==> src/rtl/reset_combiner_cfg.svh <==
`ifndef RESET_COMBINER_CFG_SVH
`define RESET_COMBINER_CFG_SVH
// ****************************************
// register map
// ****************************************
`define RCS_ADDR_W 4
`define RCS_OFFSET 4'h0
`define RCS_RESET_VALUE 16'h0003
`define RCS_POR_ONLY 16'h0001
`define RCS_IMPL_MASK 16'hC3FF
// ****************************************
// field positions
// ****************************************
`define RCS_TRAP_BIT 15
`define RCS_ILLEGAL_BIT 14
`define RCS_CM_BIT 9
`define RCS_VREG_BIT 8
`define RCS_PIN_BIT 7
`define RCS_INSTR_BIT 6
`define RCS_SWDT_BIT 5
`define RCS_WATCHDOG_TIMEOUT_FLAG_BIT 4
`define RCS_SLEEP_BIT 3
`define RCS_IDLE_BIT 2
`define RCS_BOR_BIT 1
`define RCS_POR_BIT 0
// ****************************************
// bus responses
// ****************************************
`define AXI_RESP_OKAY 2'h0
`define AXI_RESP_DECERR 2'h3
`endif

==> src/rtl/reset_combiner_pkg.sv <==
package reset_combiner_pkg;
	typedef logic [15:0] status_t;
	typedef logic [3:0] addr_t;
endpackage : reset_combiner_pkg

==> src/rtl/reset_source_combiner_status.sv <==
// The placing of the registers and the AXI4-Lite interface to the registers are this design's own decisions.
`timescale 1ns/1ps
`default_nettype none
`include "reset_combiner_cfg.svh"
module reset_source_combiner_status (
	input wire logic i_ref_clk,
	input wire logic i_rst,
	input wire logic i_por_event,
	input wire logic i_brownout_event,
	input wire logic i_external_reset_pin_n,
	input wire logic i_reset_instr,
	input wire logic i_watchdog_timeout,
	input wire logic i_config_mismatch,
	input wire logic i_trap_conflict,
	input wire logic i_illegal_condition,
	input wire logic i_in_sleep,
	input wire logic i_in_idle,
	input wire logic i_watchdog_fuse_enable,
	input wire logic [3:0] i_s_axi_awaddr,
	input wire logic i_s_axi_awvalid,
	output logic o_s_axi_awready,
	input wire logic [31:0] i_s_axi_wdata,
	input wire logic [3:0] i_s_axi_wstrb,
	input wire logic i_s_axi_wvalid,
	output logic o_s_axi_wready,
	output logic [1:0] o_s_axi_bresp,
	output logic o_s_axi_bvalid,
	input wire logic i_s_axi_bready,
	input wire logic [3:0] i_s_axi_araddr,
	input wire logic i_s_axi_arvalid,
	output logic o_s_axi_arready,
	output logic [31:0] o_s_axi_rdata,
	output logic [1:0] o_s_axi_rresp,
	output logic o_s_axi_rvalid,
	input wire logic i_s_axi_rready,
	output logic o_master_system_reset,
	output logic o_watchdog_enable,
	output logic o_regulator_sleep_active,
	output logic o_watchdog_wake
);
	// ****************************************
	// pin synchroniser
	// ****************************************
	logic pin_meta_q;
	logic pin_sync_q;
	// two stages before any logic reads the pin
	always_ff @(posedge i_ref_clk or posedge i_rst) begin
		if (i_rst) begin
			pin_meta_q <= 1'b1;
			pin_sync_q <= 1'b1;
		end else begin
			pin_meta_q <= i_external_reset_pin_n;
			pin_sync_q <= pin_meta_q;
		end
	end

	// ****************************************
	// reset combining and cause flags
	// ****************************************
	reset_combiner_pkg::status_t status_d;
	reset_combiner_pkg::status_t status_q;
	logic master_system_reset_d;
	logic master_system_reset_q;
	logic wdt_en_d;
	logic wdt_en_q;
	logic wake_d;
	logic wake_q;
	logic wdt_reset;
	logic low_power;
	logic sw_wr;
	reset_combiner_pkg::status_t sw_mask;
	reset_combiner_pkg::status_t hw_set;

	// bus write strobe into the status register
	logic wr_fire;
	reset_combiner_pkg::addr_t wr_addr_q;
	logic [31:0] wr_data_q;
	logic [3:0] wr_strb_q;

	// next status, reset level and watchdog enable
	always_comb begin
		low_power = i_in_sleep | i_in_idle;
		wdt_reset = i_watchdog_timeout & ~low_power;
		sw_wr = wr_fire && (wr_addr_q == `RCS_OFFSET);
		sw_mask = {{8{wr_strb_q[1]}}, {8{wr_strb_q[0]}}};
		hw_set = '0;
		hw_set[`RCS_TRAP_BIT] = i_trap_conflict;
		hw_set[`RCS_ILLEGAL_BIT] = i_illegal_condition;
		hw_set[`RCS_CM_BIT] = i_config_mismatch;
		hw_set[`RCS_PIN_BIT] = ~pin_sync_q;
		hw_set[`RCS_INSTR_BIT] = i_reset_instr;
		hw_set[`RCS_WATCHDOG_TIMEOUT_FLAG_BIT] = i_watchdog_timeout;
		hw_set[`RCS_SLEEP_BIT] = i_in_sleep;
		hw_set[`RCS_IDLE_BIT] = i_in_idle;
		hw_set[`RCS_BOR_BIT] = i_brownout_event;
		hw_set[`RCS_POR_BIT] = i_por_event;
		status_d = status_q;
		if (sw_wr) begin
			status_d = (status_q & ~sw_mask) | (wr_data_q[15:0] & sw_mask);
		end
		// hardware set wins over a simultaneous software clear
		status_d = (status_d | hw_set) & `RCS_IMPL_MASK;
		if (i_por_event) begin
			status_d = `RCS_POR_ONLY;
		end
		// any active source drives master reset, watchdog timeout only outside sleep and idle; flags play no part
		master_system_reset_d = i_por_event | i_brownout_event | ~pin_sync_q | i_reset_instr | wdt_reset
			| i_config_mismatch | i_trap_conflict | i_illegal_condition;
		wdt_en_d = i_watchdog_fuse_enable | status_d[`RCS_SWDT_BIT];
		wake_d = i_watchdog_timeout & low_power;
	end

	// status and reset registers
	always_ff @(posedge i_ref_clk or posedge i_rst) begin
		if (i_rst) begin
			status_q <= `RCS_RESET_VALUE;
			master_system_reset_q <= 1'b1;
			wdt_en_q <= 1'b1;
			wake_q <= 1'b0;
		end else begin
			status_q <= status_d;
			master_system_reset_q <= master_system_reset_d;
			wdt_en_q <= wdt_en_d;
			wake_q <= wake_d;
		end
	end

	assign o_master_system_reset = master_system_reset_q;
	assign o_watchdog_enable = wdt_en_q;
	assign o_regulator_sleep_active = status_q[`RCS_VREG_BIT];
	assign o_watchdog_wake = wake_q;

	// ****************************************
	// axi4-lite slave
	// ****************************************
	logic aw_have_d;
	logic aw_have_q;
	logic w_have_d;
	logic w_have_q;
	logic awready_d;
	logic awready_q;
	logic wready_d;
	logic wready_q;
	logic bvalid_d;
	logic bvalid_q;
	logic [1:0] bresp_d;
	logic [1:0] bresp_q;
	reset_combiner_pkg::addr_t wr_addr_d;
	logic [31:0] wr_data_d;
	logic [3:0] wr_strb_d;
	logic arready_d;
	logic arready_q;
	logic rvalid_d;
	logic rvalid_q;
	logic [31:0] rdata_d;
	logic [31:0] rdata_q;
	logic [1:0] rresp_d;
	logic [1:0] rresp_q;

	// write and read channel sequencing
	always_comb begin
		aw_have_d = aw_have_q;
		w_have_d = w_have_q;
		wr_addr_d = wr_addr_q;
		wr_data_d = wr_data_q;
		wr_strb_d = wr_strb_q;
		bvalid_d = bvalid_q;
		bresp_d = bresp_q;
		wr_fire = 1'b0;
		if (i_s_axi_awvalid && awready_q) begin
			aw_have_d = 1'b1;
			wr_addr_d = i_s_axi_awaddr;
		end
		if (i_s_axi_wvalid && wready_q) begin
			w_have_d = 1'b1;
			wr_data_d = i_s_axi_wdata;
			wr_strb_d = i_s_axi_wstrb;
		end
		if (bvalid_q && i_s_axi_bready) begin
			bvalid_d = 1'b0;
		end
		// commit once both halves are held
		if (aw_have_q && w_have_q && !bvalid_q) begin
			wr_fire = 1'b1;
			aw_have_d = 1'b0;
			w_have_d = 1'b0;
			bvalid_d = 1'b1;
			bresp_d = (wr_addr_q == `RCS_OFFSET) ? `AXI_RESP_OKAY : `AXI_RESP_DECERR;
		end
		awready_d = !aw_have_d && !bvalid_d;
		wready_d = !w_have_d && !bvalid_d;
		rvalid_d = rvalid_q;
		rdata_d = rdata_q;
		rresp_d = rresp_q;
		if (rvalid_q && i_s_axi_rready) begin
			rvalid_d = 1'b0;
		end
		if (i_s_axi_arvalid && arready_q) begin
			rvalid_d = 1'b1;
			if (i_s_axi_araddr == `RCS_OFFSET) begin
				rdata_d = {16'h0000, status_q};
				rresp_d = `AXI_RESP_OKAY;
			end else begin
				rdata_d = 32'h00000000;
				rresp_d = `AXI_RESP_DECERR;
			end
		end
		arready_d = !rvalid_d;
	end

	// bus registers
	always_ff @(posedge i_ref_clk or posedge i_rst) begin
		if (i_rst) begin
			aw_have_q <= 1'b0;
			w_have_q <= 1'b0;
			awready_q <= 1'b0;
			wready_q <= 1'b0;
			bvalid_q <= 1'b0;
			bresp_q <= 2'h0;
			wr_addr_q <= 4'h0;
			wr_data_q <= 32'h00000000;
			wr_strb_q <= 4'h0;
			arready_q <= 1'b0;
			rvalid_q <= 1'b0;
			rdata_q <= 32'h00000000;
			rresp_q <= 2'h0;
		end else begin
			aw_have_q <= aw_have_d;
			w_have_q <= w_have_d;
			awready_q <= awready_d;
			wready_q <= wready_d;
			bvalid_q <= bvalid_d;
			bresp_q <= bresp_d;
			wr_addr_q <= wr_addr_d;
			wr_data_q <= wr_data_d;
			wr_strb_q <= wr_strb_d;
			arready_q <= arready_d;
			rvalid_q <= rvalid_d;
			rdata_q <= rdata_d;
			rresp_q <= rresp_d;
		end
	end

	assign o_s_axi_awready = awready_q;
	assign o_s_axi_wready = wready_q;
	assign o_s_axi_bvalid = bvalid_q;
	assign o_s_axi_bresp = bresp_q;
	assign o_s_axi_arready = arready_q;
	assign o_s_axi_rvalid = rvalid_q;
	assign o_s_axi_rdata = rdata_q;
	assign o_s_axi_rresp = rresp_q;
endmodule : reset_source_combiner_status
`default_nettype wire

==> config.mk <==
export PLATFORM = sky130hd
export DESIGN_NAME = reset_source_combiner_status
export DESIGN_NICKNAME = d
export VERILOG_FILES = /design/src/rtl/reset_combiner_pkg.sv /design/src/rtl/reset_source_combiner_status.sv
export VERILOG_INCLUDE_DIRS = /design/src /design/src/rtl
export SDC_FILE = /design/constraint.sdc
export NUM_CORES = 1
export LEC_CHECK = 0
export BUFFER_PORTS_ARGS = -buffer_cell sky130_fd_sc_hd__buf_2
export CAP_MARGIN = 10
export CORE_ASPECT_RATIO = 0.9
export CORE_MARGIN = 10
export CORE_UTILIZATION = 50
export CTS_CLUSTER_DIAMETER = 150
export DETAILED_ROUTE_END_ITERATION = 8
export GPL_TIMING_DRIVEN = 1
export PLACE_DENSITY = 0.93
export SLEW_MARGIN = 20
export SYNTH_ARGS = -nofsm -noshare
export SYNTH_HDL_FRONTEND = slang
export SYNTH_SLANG_ARGS = --single-unit
==> constraint.sdc <==
create_clock -name i_ref_clk -period 3.1 [get_ports i_ref_clk]
set_input_delay 0.155 -clock i_ref_clk [delete_from_list [all_inputs] [get_ports i_ref_clk]]
set_output_delay 0.155 -clock i_ref_clk [all_outputs]
set_load 0.02 [all_outputs]
* After elaboration in Yosys (flattened, before gate mapping)
Cells that the tools add are included.
** Word-level totals
- Register bits :: 86
- Input port bits :: 62
- Output and inout port bits :: 45
- Logic and storage cells :: 68
** Operators by class
- Multiplexer cells :: 14
- Bitwise operators :: 18
- Reduce and logical (&&, ||, !) cells :: 17
** Operators by type and width (number)
- $mux 16 :: 3
- $and 16x16->16 :: 2
- $or 16x16->16 :: 2
- $not 16->16 :: 1
- $logic_and 1x1->1 :: 10
- $mux 1 :: 9
- $or 1x1->1 :: 9
- $logic_not 4->1 :: 2
- $logic_not 1->1 :: 5
- $mux 2 :: 2
- $and 1x1->1 :: 2
- $not 1->1 :: 2

* Longest topological paths before layout
Gate-level depths: netlist of the first run.
- Word-level depth :: 8
- Mapped depth :: 5

* Worst setup path before layout of the first run
OpenSTA, ideal clock, no wires.
- Kind :: reg-to-reg
- Start point :: register bvalid_q, in the netlist o_s_axi_bvalid
- End point :: register status_q[7]
- Arrival :: 1309 ps
- Data required time :: 3004 ps
- Path slack :: 1695 ps
- Stages on the path, launching flop included :: 6
- Path buffers :: 2
- Period minus slack after synthesis :: 1405 ps
- Cell sequence :: dfrtp_1 and3b_1 clkbuf_2 and3_1 buf_6 a311oi_2
** On the way
- Longest elaborated chain between the ends :: 7
** Ends and longest elaborated chain
- from (decl) :: RTL line reset_source_combiner_status.sv:145 : logic bvalid_q;
- from (signal assigned) :: RTL line reset_source_combiner_status.sv:232 : bvalid_q <= bvalid_d;
- $logic_not 1->1 :: RTL line reset_source_combiner_status.sv:183 : if (aw_have_q && w_have_q && !bvalid_q) begin
- $logic_and 1x1->1 :: RTL line reset_source_combiner_status.sv:183
- $mux 1 :: RTL line reset_source_combiner_status.sv:183
- $logic_and 1x1->1 :: RTL line reset_source_combiner_status.sv:84 : sw_wr = wr_fire && (wr_addr_q == `RCS_OFFSET);
- $mux 16 :: RTL line reset_source_combiner_status.sv:98 : if (sw_wr) begin
- $or 16x16->16 :: RTL line reset_source_combiner_status.sv:102 : status_d = (status_d | hw_set) & `RCS_IMPL_MASK;
- $mux 16 :: RTL line reset_source_combiner_status.sv:103 : if (i_por_event) begin
- via status_d[7] :: RTL line reset_source_combiner_status.sv:60 : reset_combiner_pkg::status_t status_d;
- to (signal assigned) :: RTL line reset_source_combiner_status.sv:116 : status_q <= `RCS_RESET_VALUE;
- to (signal assigned) :: RTL line reset_source_combiner_status.sv:121 : status_q <= status_d;
- to (decl) :: RTL line reset_source_combiner_status.sv:61 : reset_combiner_pkg::status_t status_q;
The timed path passes the listed nets, and every way through them passes these cells.
A chain may end at the register's enable or synchronous reset.

* Final worst setup path of the first run
- Start point :: register bvalid_q, in the netlist o_s_axi_bvalid
- End point :: register wdt_en_q, in the netlist o_watchdog_enable
** On the way
- Longest elaborated chain between the ends :: 8
** Ends and longest elaborated chain
- $logic_not 1->1 :: RTL line reset_source_combiner_status.sv:183
- $logic_and 1x1->1 :: RTL line reset_source_combiner_status.sv:183
- $mux 1 :: RTL line reset_source_combiner_status.sv:183
- $logic_and 1x1->1 :: RTL line reset_source_combiner_status.sv:84
- $mux 16 :: RTL line reset_source_combiner_status.sv:98
- $or 16x16->16 :: RTL line reset_source_combiner_status.sv:102
- $mux 16 :: RTL line reset_source_combiner_status.sv:103
- $or 1x1->1 :: RTL line reset_source_combiner_status.sv:109 : wdt_en_d = i_watchdog_fuse_enable | status_d[`RCS_SWDT_BIT];
- via wdt_en_d :: RTL line reset_source_combiner_status.sv:64 : logic wdt_en_d;
- to (signal assigned) :: RTL line reset_source_combiner_status.sv:123 : wdt_en_q <= wdt_en_d;
- to (decl) :: RTL line reset_source_combiner_status.sv:65 : logic wdt_en_q;
The timed path passes the listed nets, and every way through them passes these cells.

==> flow_metrics.py, run 1 <==
metrics = {
    "outcome": {
        "status": "finished clean",
    },
    "yosys": {
        "ys.warnings.count": 0,
        "syn_area_mm2": 0.00239,
        "avgSynthCellArea_um2": 12.7,
        "yosysSeqAreaShare": 0.589,
        "synth.distinct_cells": 30,
        "netlist_instances": 189,
        "ys_ff_latch": 56,
    },
    "timing": {
        "relSlewSlack": 0.392,
        "rsz0062_at_grt": "false",
        "max_freq_ghz": 0.561,
        "slew_viol_final": 0,
        "fin_crit_sh": 0.575,
        "setup_ws_ps": 1320,
        "min_period_ps": 1780,
        "fin_skew_ps": 4.77,
        "tightest_slew_ps": 910,
        "finalSetupTns_ps": 0,
        "hold_viol": 0,
        "final-setup-viol-count": 0,
    },
    "clock_tree": {
        "cts_buffers": 5,
        "tritoncts": "built",
        "post_cts_buffers": 0,
        "clk_path_buf_depth": 2,
        "cts_resized": 0,
        "ctsHoldBuffers": 1,
        "insertion_delay_ps": 300,
        "cts_max_level": 2,
        "clockRootBuffer": "clkbuf_8",
        "path_clk_slew_ps": 90,
        "cts.sinks": 56,
    },
    "worst_setup_path": {
        "cp-end-kind": "flop",
        "arrival_ps": 2020,
        "critPathRequiredTime_ps": 3330,
        "cp-start-kind": "flop",
        "cp_max_fo": 16,
        "path_class": "flop to flop",
    },
    "pwr": {
        "power.density_mw_per_mm2": 702,
        "ir_worst_vdd_mv": 0.398,
        "p_leak_nw": 1.34,
    },
    "detailed_routing": {
        "wl_um": 5110,
        "drc_errors": 0,
        "wire_per_inst_um": 16.3,
        "drtPass1Iterations": 4,
        "vias": 1570,
        "drtAntennaViolNets": 0,
        "avgViaCountPerCell": 5.00,
        "drt_iter0_drc": 181,
    },
    "global_routing": {
        "grt-ovfl-total": 0,
        "grt_max_degree": 57,
        "grt_pass1_vias": 1679,
        "grt_pass1_wl_um": 8180,
        "antenna_found_initial": 0,
        "globalRouteTotalUtil": 0.127,
    },
    "die": {
        "initial_utilization": 0.526,
        "die_area_mm2": 0.00795,
        "die_w_um": 92.9,
        "die_y_um": 85.6,
        "ioPinCount": 107,
        "fp-row-count": 23,
        "core_region_area_mm2": 0.00455,
    },
    "finish": {
        "drive_gt1_frac": 0.421,
        "synthToLayoutAreaGrowth_pct": 14.9,
        "nNetsFinal": 313,
        "layout_common_cells": "buf_2 (64), dfrtp_1 (50), conb_1 (20)",
        "fillCellCount": 381,
        "layout_commonest_cell": "buf_2",
        "antenna-diode-count": 0,
        "final_cells": 314,
    },
    "placement": {
        "pre_cts_ws_ps": 1340,
        "hpwl_um": 4050,
        "port-buffer-count": 64,
        "dp_cells": 305,
        "place_congestion": 0.757,
    },
    "min_path": {
        "hp-class": "input pin to asynchronous set/reset pin",
    },
    "job": {
        "cap_viol_max_count": 0,
    },
}
-- critical path, cell delays in order, from the launching register on --
cell     delay [ps]
dfrtp_1         400
and3b_1         550
and3_1          500
mux2i_1         250
-- worst paths after layout --
path | start | to | slack [ps] | cells past startpoint
setup reg to reg | o_s_axi_bvalid$_DFF_PP0_ | o_watchdog_enable$_DFF_PP1_ | 1320 | 3
min in group i_ref_clk | i_s_axi_rready | o_s_axi_rvalid$_DFF_PP0_ | 60 | 2
setup / recovery | o_s_axi_bvalid$_DFF_PP0_ | o_watchdog_enable$_DFF_PP1_ | 1320 | 3
hold reg to reg | pin_meta_q$_DFF_PP1_ | pin_sync_q$_DFF_PP1_ | 370 | 0
hold / removal | i_rst | o_s_axi_rdata[15]$_DFFE_PP0P_ | 10 | 2
max in group asynchronous | i_rst | o_s_axi_rdata[7]$_DFFE_PP0P_ | 2540 | 2
-- stage by stage --
stage          power, mW   util  area [um2]  hold slack (ps)
2_1_floorplan       1.43      -        2460              159
3_3_place_gp        1.51  0.581        2640              262
3_5_place_dp        1.55  0.581        2640              264
4_1_cts             1.94  0.604        2750             69.9
5_1_grt             2.03  0.604        2750             77.4
6_report            1.93  0.604        2750             11.2
-- area by class of cell --
cell class                 instances  area [um2]  share of cell area
clock inverter                     2        10.0             0.00364
multi-input combinational        116         806               0.293
clock buffer                       6        82.6              0.0301
tap                               62        77.6              0.0282
timing repair buffer              66         338               0.123
inverter                           6        23.8             0.00866
sequential                        56        1410               0.513
-- cell families (layout without fill, tap and decap cells) --
logic type / Yosys count / after routing / share of synthesized area
AOI/OAI and AO/OA: 37 / 37 / 0.125
buffers and inverters: 36 / 80 / 0.104
DFF: 56 / 56 / 0.589
muxes: 22 / 22 / 0.102
other: 1 / 20 / 0.00157
and+or+nand+nor: 37 / 37 / 0.0795
-- metal layers --
| layer | routed length, um | track usage | part of all wire | vias to the layer above |
|---|---|---|---|---|
| met1 | 1990 | 0.134 | 0.39 | 715 |
| met5 | 0 | 0 | 0 | - |
| li1 | - | - | - | 761 |
| met4 | 138 | 0.0560 | 0.027 | 0 |
| met2 | 2430 | 0.212 | 0.48 | 81 |
| met3 | 547 | 0.0610 | 0.11 | 13 |
-- where the power goes --
| part | switching (mW) | internal, mW |
|---|---|---|
| clock | 0.215 | 0.179 |
| combinational | 0.266 | 0.223 |
| sequential | 0.131 | 0.915 |
-- synth_stat cells --
library cell / count / area [um2]
dfrtp_1: 50 / 1250
buf_4: 23 / 173
mux2_2: 18 / 203
nor2_1: 15 / 56.3
a22o_1: 9 / 78.8
a311oi_1: 9 / 78.8
a211oi_1: 8 / 60.1
nand2_1: 8 / 30.0
a21oi_1: 6 / 30.0
dfstp_2: 6 / 158
inv_1: 6 / 22.5
mux2i_1: 4 / 40.0
nor2b_1: 4 / 25.0
a22o_2: 3 / 30.0
buf_6: 3 / 33.8
and3_1: 2 / 12.5
buf_2: 2 / 10.0
a311oi_2: 1 / 15.0
and3b_1: 1 / 8.76
clkbuf_1: 1 / 3.75
clkbuf_2: 1 / 5.00
conb_1: 1 / 3.75
nand3_1: 1 / 5.00
nor2_4: 1 / 11.3
nor3_1: 1 / 5.00
nor4_1: 1 / 6.26
nor4_2: 1 / 12.5
o21ai_0: 1 / 5.00
or2_2: 1 / 6.26
or4_4: 1 / 11.3
-- state kept, by name (all words and copies together) (netlist names), 2 cells and up --
register	count
o_s_axi_rdata	12
status_q	12
wr_addr_q	4
wr_data_q	12
wr_strb_q	2
Note: power is estimated with default switching activity, not from simulation.
==> inputs of run 2 (changes only) <==
CORE_UTILIZATION = 47   (was 50)
PLACE_DENSITY = 0.89   (was 0.93)
clock period = 1.8 ns   (was 3.1 ns; I/O delays follow)
==> run 2 against run 1 <==
Net effect: via count grew 1.8%; die area grew 4.9%; core utilization shrank 3.6 points; critical path depth up 1; clock-buffer cell count increased by 2; register-to-register slack got worse by 1200 ps; non-clock buffer count grew 4; final cell count increased by 2.2%; total power grew 73%; clock skew down 1.2 ps; combinational power grew 78%; sequential cell count did not move; highest routed layer unchanged.
==> flow_metrics.py, run 2 (synthesis results as in run 1) <==
metrics = {
    "outcome": {
        "status": "finished clean",
    },
    "clock_tree": {
        "tritoncts": "built",
        "cts_buffers": 5,
        "insertion_delay_ps": 300,
        "cts_max_level": 2,
        "clockRootBuffer": "clkbuf_8",
        "path_clk_slew_ps": 90,
        "cts.sinks": 56,
        "cts_resized": 0,
        "ctsHoldBuffers": 2,
        "post_cts_buffers": 0,
        "clk_path_buf_depth": 2,
    },
    "detailed_routing": {
        "avgViaCountPerCell": 4.98,
        "drc_errors": 0,
        "vias": 1598,
        "wire_per_inst_um": 16.5,
        "drt_iter0_drc": 126,
        "drtPass1Iterations": 4,
        "wl_um": 5300,
        "drtAntennaViolNets": 0,
    },
    "pwr": {
        "p_switching_mw": 1.05,
        "sw_frac_of_total": 0.314,
        "p_leak_nw": 1.36,
        "power.density_mw_per_mm2": 1200,
        "ir_worst_vdd_mv": 0.518,
        "clock_power_share": 0.202,
        "p_seq_frac": 0.538,
        "intPower_mw": 2.29,
        "power_frac_comb": 0.260,
    },
    "worst_setup_path": {
        "cp-start-kind": "flop",
        "r2r-start": "wr_addr_q[0]$_DFFE_PP0P_",
        "reg2reg_slack_ps": 130,
        "arrival_ps": 1890,
        "r2r_end": "o_watchdog_enable$_DFF_PP1_",
        "critPathRequiredTime_ps": 2030,
        "path_class": "flop to flop",
        "cp-end-kind": "flop",
        "cp_max_fo": 12,
        "rr_worst_depth": 4,
    },
    "global_routing": {
        "grt_pass1_wl_um": 8050,
        "grt_pass1_vias": 1596,
        "antenna_found_initial": 0,
        "grt_max_degree": 57,
        "globalRouteTotalUtil": 0.124,
        "grt-ovfl-total": 0,
    },
    "die": {
        "die_y_um": 87.7,
        "die_w_um": 95.2,
        "fp-row-count": 24,
        "die_area_mm2": 0.00834,
        "initial_utilization": 0.488,
        "core_region_area_mm2": 0.00489,
        "ioPinCount": 107,
    },
    "min_path": {
        "hold_start": "i_s_axi_wstrb[0]",
        "whs_path_depth": 2,
        "min_to": "wr_strb_q[0]$_DFFE_PP0P_",
        "hp-class": "input pin to flop",
    },
    "finish": {
        "nNetsFinal": 317,
        "fillCellCount": 413,
        "final_cell_area_mm2": 0.00278,
        "antenna-diode-count": 0,
        "drive_gt1_frac": 0.414,
        "layout_commonest_cell": "buf_2",
        "layout_common_cells": "buf_2 (64), dfrtp_1 (50), conb_1 (20)",
        "synthToLayoutAreaGrowth_pct": 16.3,
    },
    "timing": {
        "finalSetupTns_ps": 0,
        "max_freq_ghz": 0.600,
        "relSlewSlack": 0.545,
        "tightest_slew_ps": 683,
        "final-setup-viol-count": 0,
        "min_period_ps": 1670,
        "fin_skew_ps": 3.56,
        "hold_ws_ps": 13.9,
        "hold_viol": 0,
        "rsz0062_at_grt": "false",
        "fin_crit_sh": 0.926,
        "slew_viol_final": 0,
    },
    "placement": {
        "place_area_mm2": 0.00266,
        "hpwl_um": 4230,
        "place_congestion": 0.812,
        "port-buffer-count": 64,
    },
    "job": {
        "cap_viol_max_count": 0,
    },
}
==> run 2: cell types whose count changed in the layout (fill, tap and decap cells not counted) <==
cell | before | now
inv_2 | 0 | 1
clkinv_2 | 3 | 0
clkbuf_1 | 0 | 2
dlygate4sd3_1 | 1 | 3
buf_4 | 1 | 3
==> run 2: cell type report <==
| class | instances | area [um2] | area share |
|---|---|---|---|
| Clock buffer | 8 | 90.1 | 0.0324 |
| Inverter | 6 | 22.5 | 0.00810 |
| Multi-Input combinational cell | 116 | 806 | 0.290 |
| Sequential cell | 56 | 1410 | 0.507 |
| Tap cell | 65 | 81.3 | 0.0292 |
| Timing Repair Buffer | 70 | 373 | 0.134 |
==> run 2: power by group through the flow <==
stage               Sequential, mW  Clock [mW]  Combinational [mW]
floorplan                     1.83           0               0.633
global placement              1.79           0               0.833
detailed placement            1.82           0               0.869
CTS                           1.80       0.691               0.879
global route                  1.84       0.747               0.957
finish                        1.80       0.675               0.870
==> run 2: how the worst max path moves through the flow <==
stage | start | end | cells past startpoint
after floorplan | i_rst | aw_have_q$_DFF_PP0_ | 1
after global placement | wr_addr_q[0]$_DFFE_PP0P_ | o_watchdog_enable$_DFF_PP1_ | 4
after detailed placement | wr_addr_q[0]$_DFFE_PP0P_ | o_watchdog_enable$_DFF_PP1_ | 4
after CTS | wr_addr_q[0]$_DFFE_PP0P_ | o_watchdog_enable$_DFF_PP1_ | 4
after global routing | wr_addr_q[0]$_DFFE_PP0P_ | o_watchdog_enable$_DFF_PP1_ | 4
final | wr_addr_q[0]$_DFFE_PP0P_ | o_watchdog_enable$_DFF_PP1_ | 4
==> run 2: metal layers <==
metal	share of wire	vias up	GRT usage	wire length [um]
li1	-	766	-	-
met1	0.36	743	0.129	1930
met2	0.48	78	0.210	2550
met3	0.12	11	0.0599	658
met4	0.029	0	0.0543	155
met5	0	-	0	0
==> run 2: worst max-delay path, stage by stage (launching register included) <==
cell	delay, ps
dfrtp_1	410
nor4_2	270
buf_4	220
and3_1	430
mux2i_1	270
==> run 2: metrics by stage <==
step | power, mW | setup slack [ps] | util | std cells
4_1_cts | 3.37 | 135 | 0.566 | 320
5_1_grt | 3.54 | 47.0 | 0.568 | 321
2_1_floorplan | 2.46 | 349 | - | 208
3_5_place_dp | 2.69 | 156 | 0.544 | 310
3_3_place_gp | 2.63 | 225 | 0.544 | 310
6_report | 3.34 | 132 | 0.568 | 321
==> inputs of run 3 (changes only) <==
CORE_UTILIZATION = 42   (was 47)
PLACE_DENSITY = 0.84   (was 0.89)
clock period = 1.53 ns   (was 1.8 ns; I/O delays follow)
==> run 3 against run 2 <==
Net effect: worst hold slack worse by 9.3 ps; first-iteration DRC count up 24%; combinational power up 29%; highest routed layer unchanged; final cell count up 7.5%; sequential power up 18%; clock skew up 4.4 ps; global-route usage down 0.56 points; design area up 8.9%; critical path depth unchanged; via count up 4.2%; critical path type unchanged; largest power group unchanged; total power up 21%.
==> flow_metrics.py, run 3 (synthesis results as in run 1) <==
metrics = {
    "outcome": {
        "status": "finished clean",
    },
    "timing": {
        "final-setup-viol-count": 0,
        "finalSetupTns_ps": 0,
        "fin_crit_sh": 0.941,
        "min_period_ps": 1440,
        "max_freq_ghz": 0.695,
        "hold_viol": 0,
        "rsz0062_at_grt": "false",
        "fin_skew_ps": 7.94,
        "slew_viol_final": 0,
    },
    "finish": {
        "nNetsFinal": 339,
        "layout_common_cells": "buf_2 (64), dfrtp_1 (50), conb_1 (20), dlygate4sd3_1 (20), mux2_2 (18)",
        "antenna-diode-count": 0,
        "post-route-util": 0.563,
        "layout_commonest_cell": "buf_2",
        "drive_gt1_frac": 0.406,
        "synthToLayoutAreaGrowth_pct": 26.6,
        "fillCellCount": 449,
    },
    "worst_setup_path": {
        "path_class": "flop to flop",
        "cpPeakStageDelay_ps": 410,
        "arrival_ps": 1650,
        "cp_max_fo": 8,
        "critPathRequiredTime_ps": 1740,
        "cp-start-kind": "flop",
        "cp_slowest_cell": "dfrtp_1",
        "cp-end-kind": "flop",
        "worstPathCellList": "nor4_4, buf_4, a311oi_1, a211oi_1",
    },
    "die": {
        "core_region_area_mm2": 0.00538,
        "initial_utilization": 0.444,
        "die_y_um": 91.6,
        "ioPinCount": 107,
        "fp-row-count": 25,
        "die_area_mm2": 0.00912,
        "die_w_um": 99.5,
    },
    "clock_tree": {
        "cts.sinks": 56,
        "clockRootBuffer": "clkbuf_8",
        "path_clk_slew_ps": 100,
        "tritoncts": "built",
        "cts_max_level": 2,
        "cts_buffers": 5,
        "clk_path_buf_depth": 2,
        "post_cts_buffers": 0,
        "insertion_delay_ps": 320,
    },
    "pwr": {
        "total_power_mw": 4.06,
        "ir_worst_vdd_mv": 0.818,
        "p_leak_nw": 1.46,
        "power.density_mw_per_mm2": 1340,
    },
    "global_routing": {
        "antenna_found_initial": 0,
        "grt_pass1_vias": 1794,
        "grt-ovfl-total": 0,
        "grt_max_degree": 57,
        "globalRouteTotalUtil": 0.119,
        "grt_pass1_wl_um": 8850,
    },
    "detailed_routing": {
        "avgViaCountPerCell": 4.83,
        "drt_iter0_drc": 156,
        "vias": 1665,
        "wire_per_inst_um": 15.6,
        "drc_errors": 0,
        "drtPass1Iterations": 4,
        "wl_um": 5380,
        "drtAntennaViolNets": 0,
    },
    "job": {
        "cap_viol_max_count": 0,
    },
    "placement": {
        "port-buffer-count": 64,
        "hpwl_um": 4220,
        "place_congestion": 0.831,
    },
    "min_path": {
        "hp-class": "input pin to flop",
    },
}
==> run 3: cell type report <==
| class | instances | area (um2) | area share |
|---|---|---|---|
| Clock inverter | 3 | 23.8 | 0.00785 |
| Clock buffer | 5 | 68.8 | 0.0227 |
| Inverter | 6 | 22.5 | 0.00744 |
| Sequential cell | 56 | 1410 | 0.465 |
| Timing Repair Buffer | 92 | 606 | 0.200 |
| Tap cell | 67 | 83.8 | 0.0277 |
| Multi-Input combinational cell | 116 | 815 | 0.269 |
==> run 3: worst paths after layout <==
path / startpoint / to / slack (ps) / depth (start not counted)
min reg2reg: pin_meta_q$_DFF_PP1_ / pin_sync_q$_DFF_PP1_ / 370 / 0
max reg2reg: wr_addr_q[0]$_DFFE_PP0P_ / status_q[14]$_DFF_PP0_ / 90 / 4
max in group asynchronous: i_rst / pin_meta_q$_DFF_PP1_ / 880 / 4
min in group asynchronous: i_rst / wr_addr_q[2]$_DFFE_PP0P_ / 350 / 4
max: wr_addr_q[0]$_DFFE_PP0P_ / status_q[14]$_DFF_PP0_ / 90 / 4
min: i_s_axi_arvalid / o_s_axi_rresp[0]$_DFFE_PP0P_ / 5 / 3
==> run 3: where the power goes <==
part           leakage, nW  total [mW]  switching (mW)  internal (mW)
sequential           0.685        2.13           0.278           1.85
clock               0.0404       0.807           0.482          0.325
combinational        0.732        1.12           0.568          0.551
total                 1.46        4.06            1.33           2.73
==> run 3: metal layers <==
layer,GRT usage,vias to the layer above,wire (um)
li1,-,811,-
met1,0.133,792,2290
met2,0.194,57,2620
met3,0.0545,5,397
met4,0.0430,0,74
met5,0,-,0
==> run 3: per-stage QoR <==
stage	setup slack [ps]	hold slack [ps]	std cells	cell area [um2]
floorplan	92.1	81.0	208	2460
global placement	90.7	148	317	2730
detailed placement	70.6	147	317	2730
CTS	58.1	3.80	345	3020
global route	12.5	18.3	345	3030
finish	90.7	4.62	345	3030
==> run 3: worst max-delay path, delay by kind of cell (launching register included) <==
family	cells	cell delay [ps]
compound gates	2	370
buf+inv	1	220
flops	1	410
simple gates	1	350
==> run 3: what timing repair did <==
item                                   CTS  global route
endpoints found under the hold margin   69             0
resized for setup                        0             1
setup endpoints to repair                0            10
hold buffers                            20             0
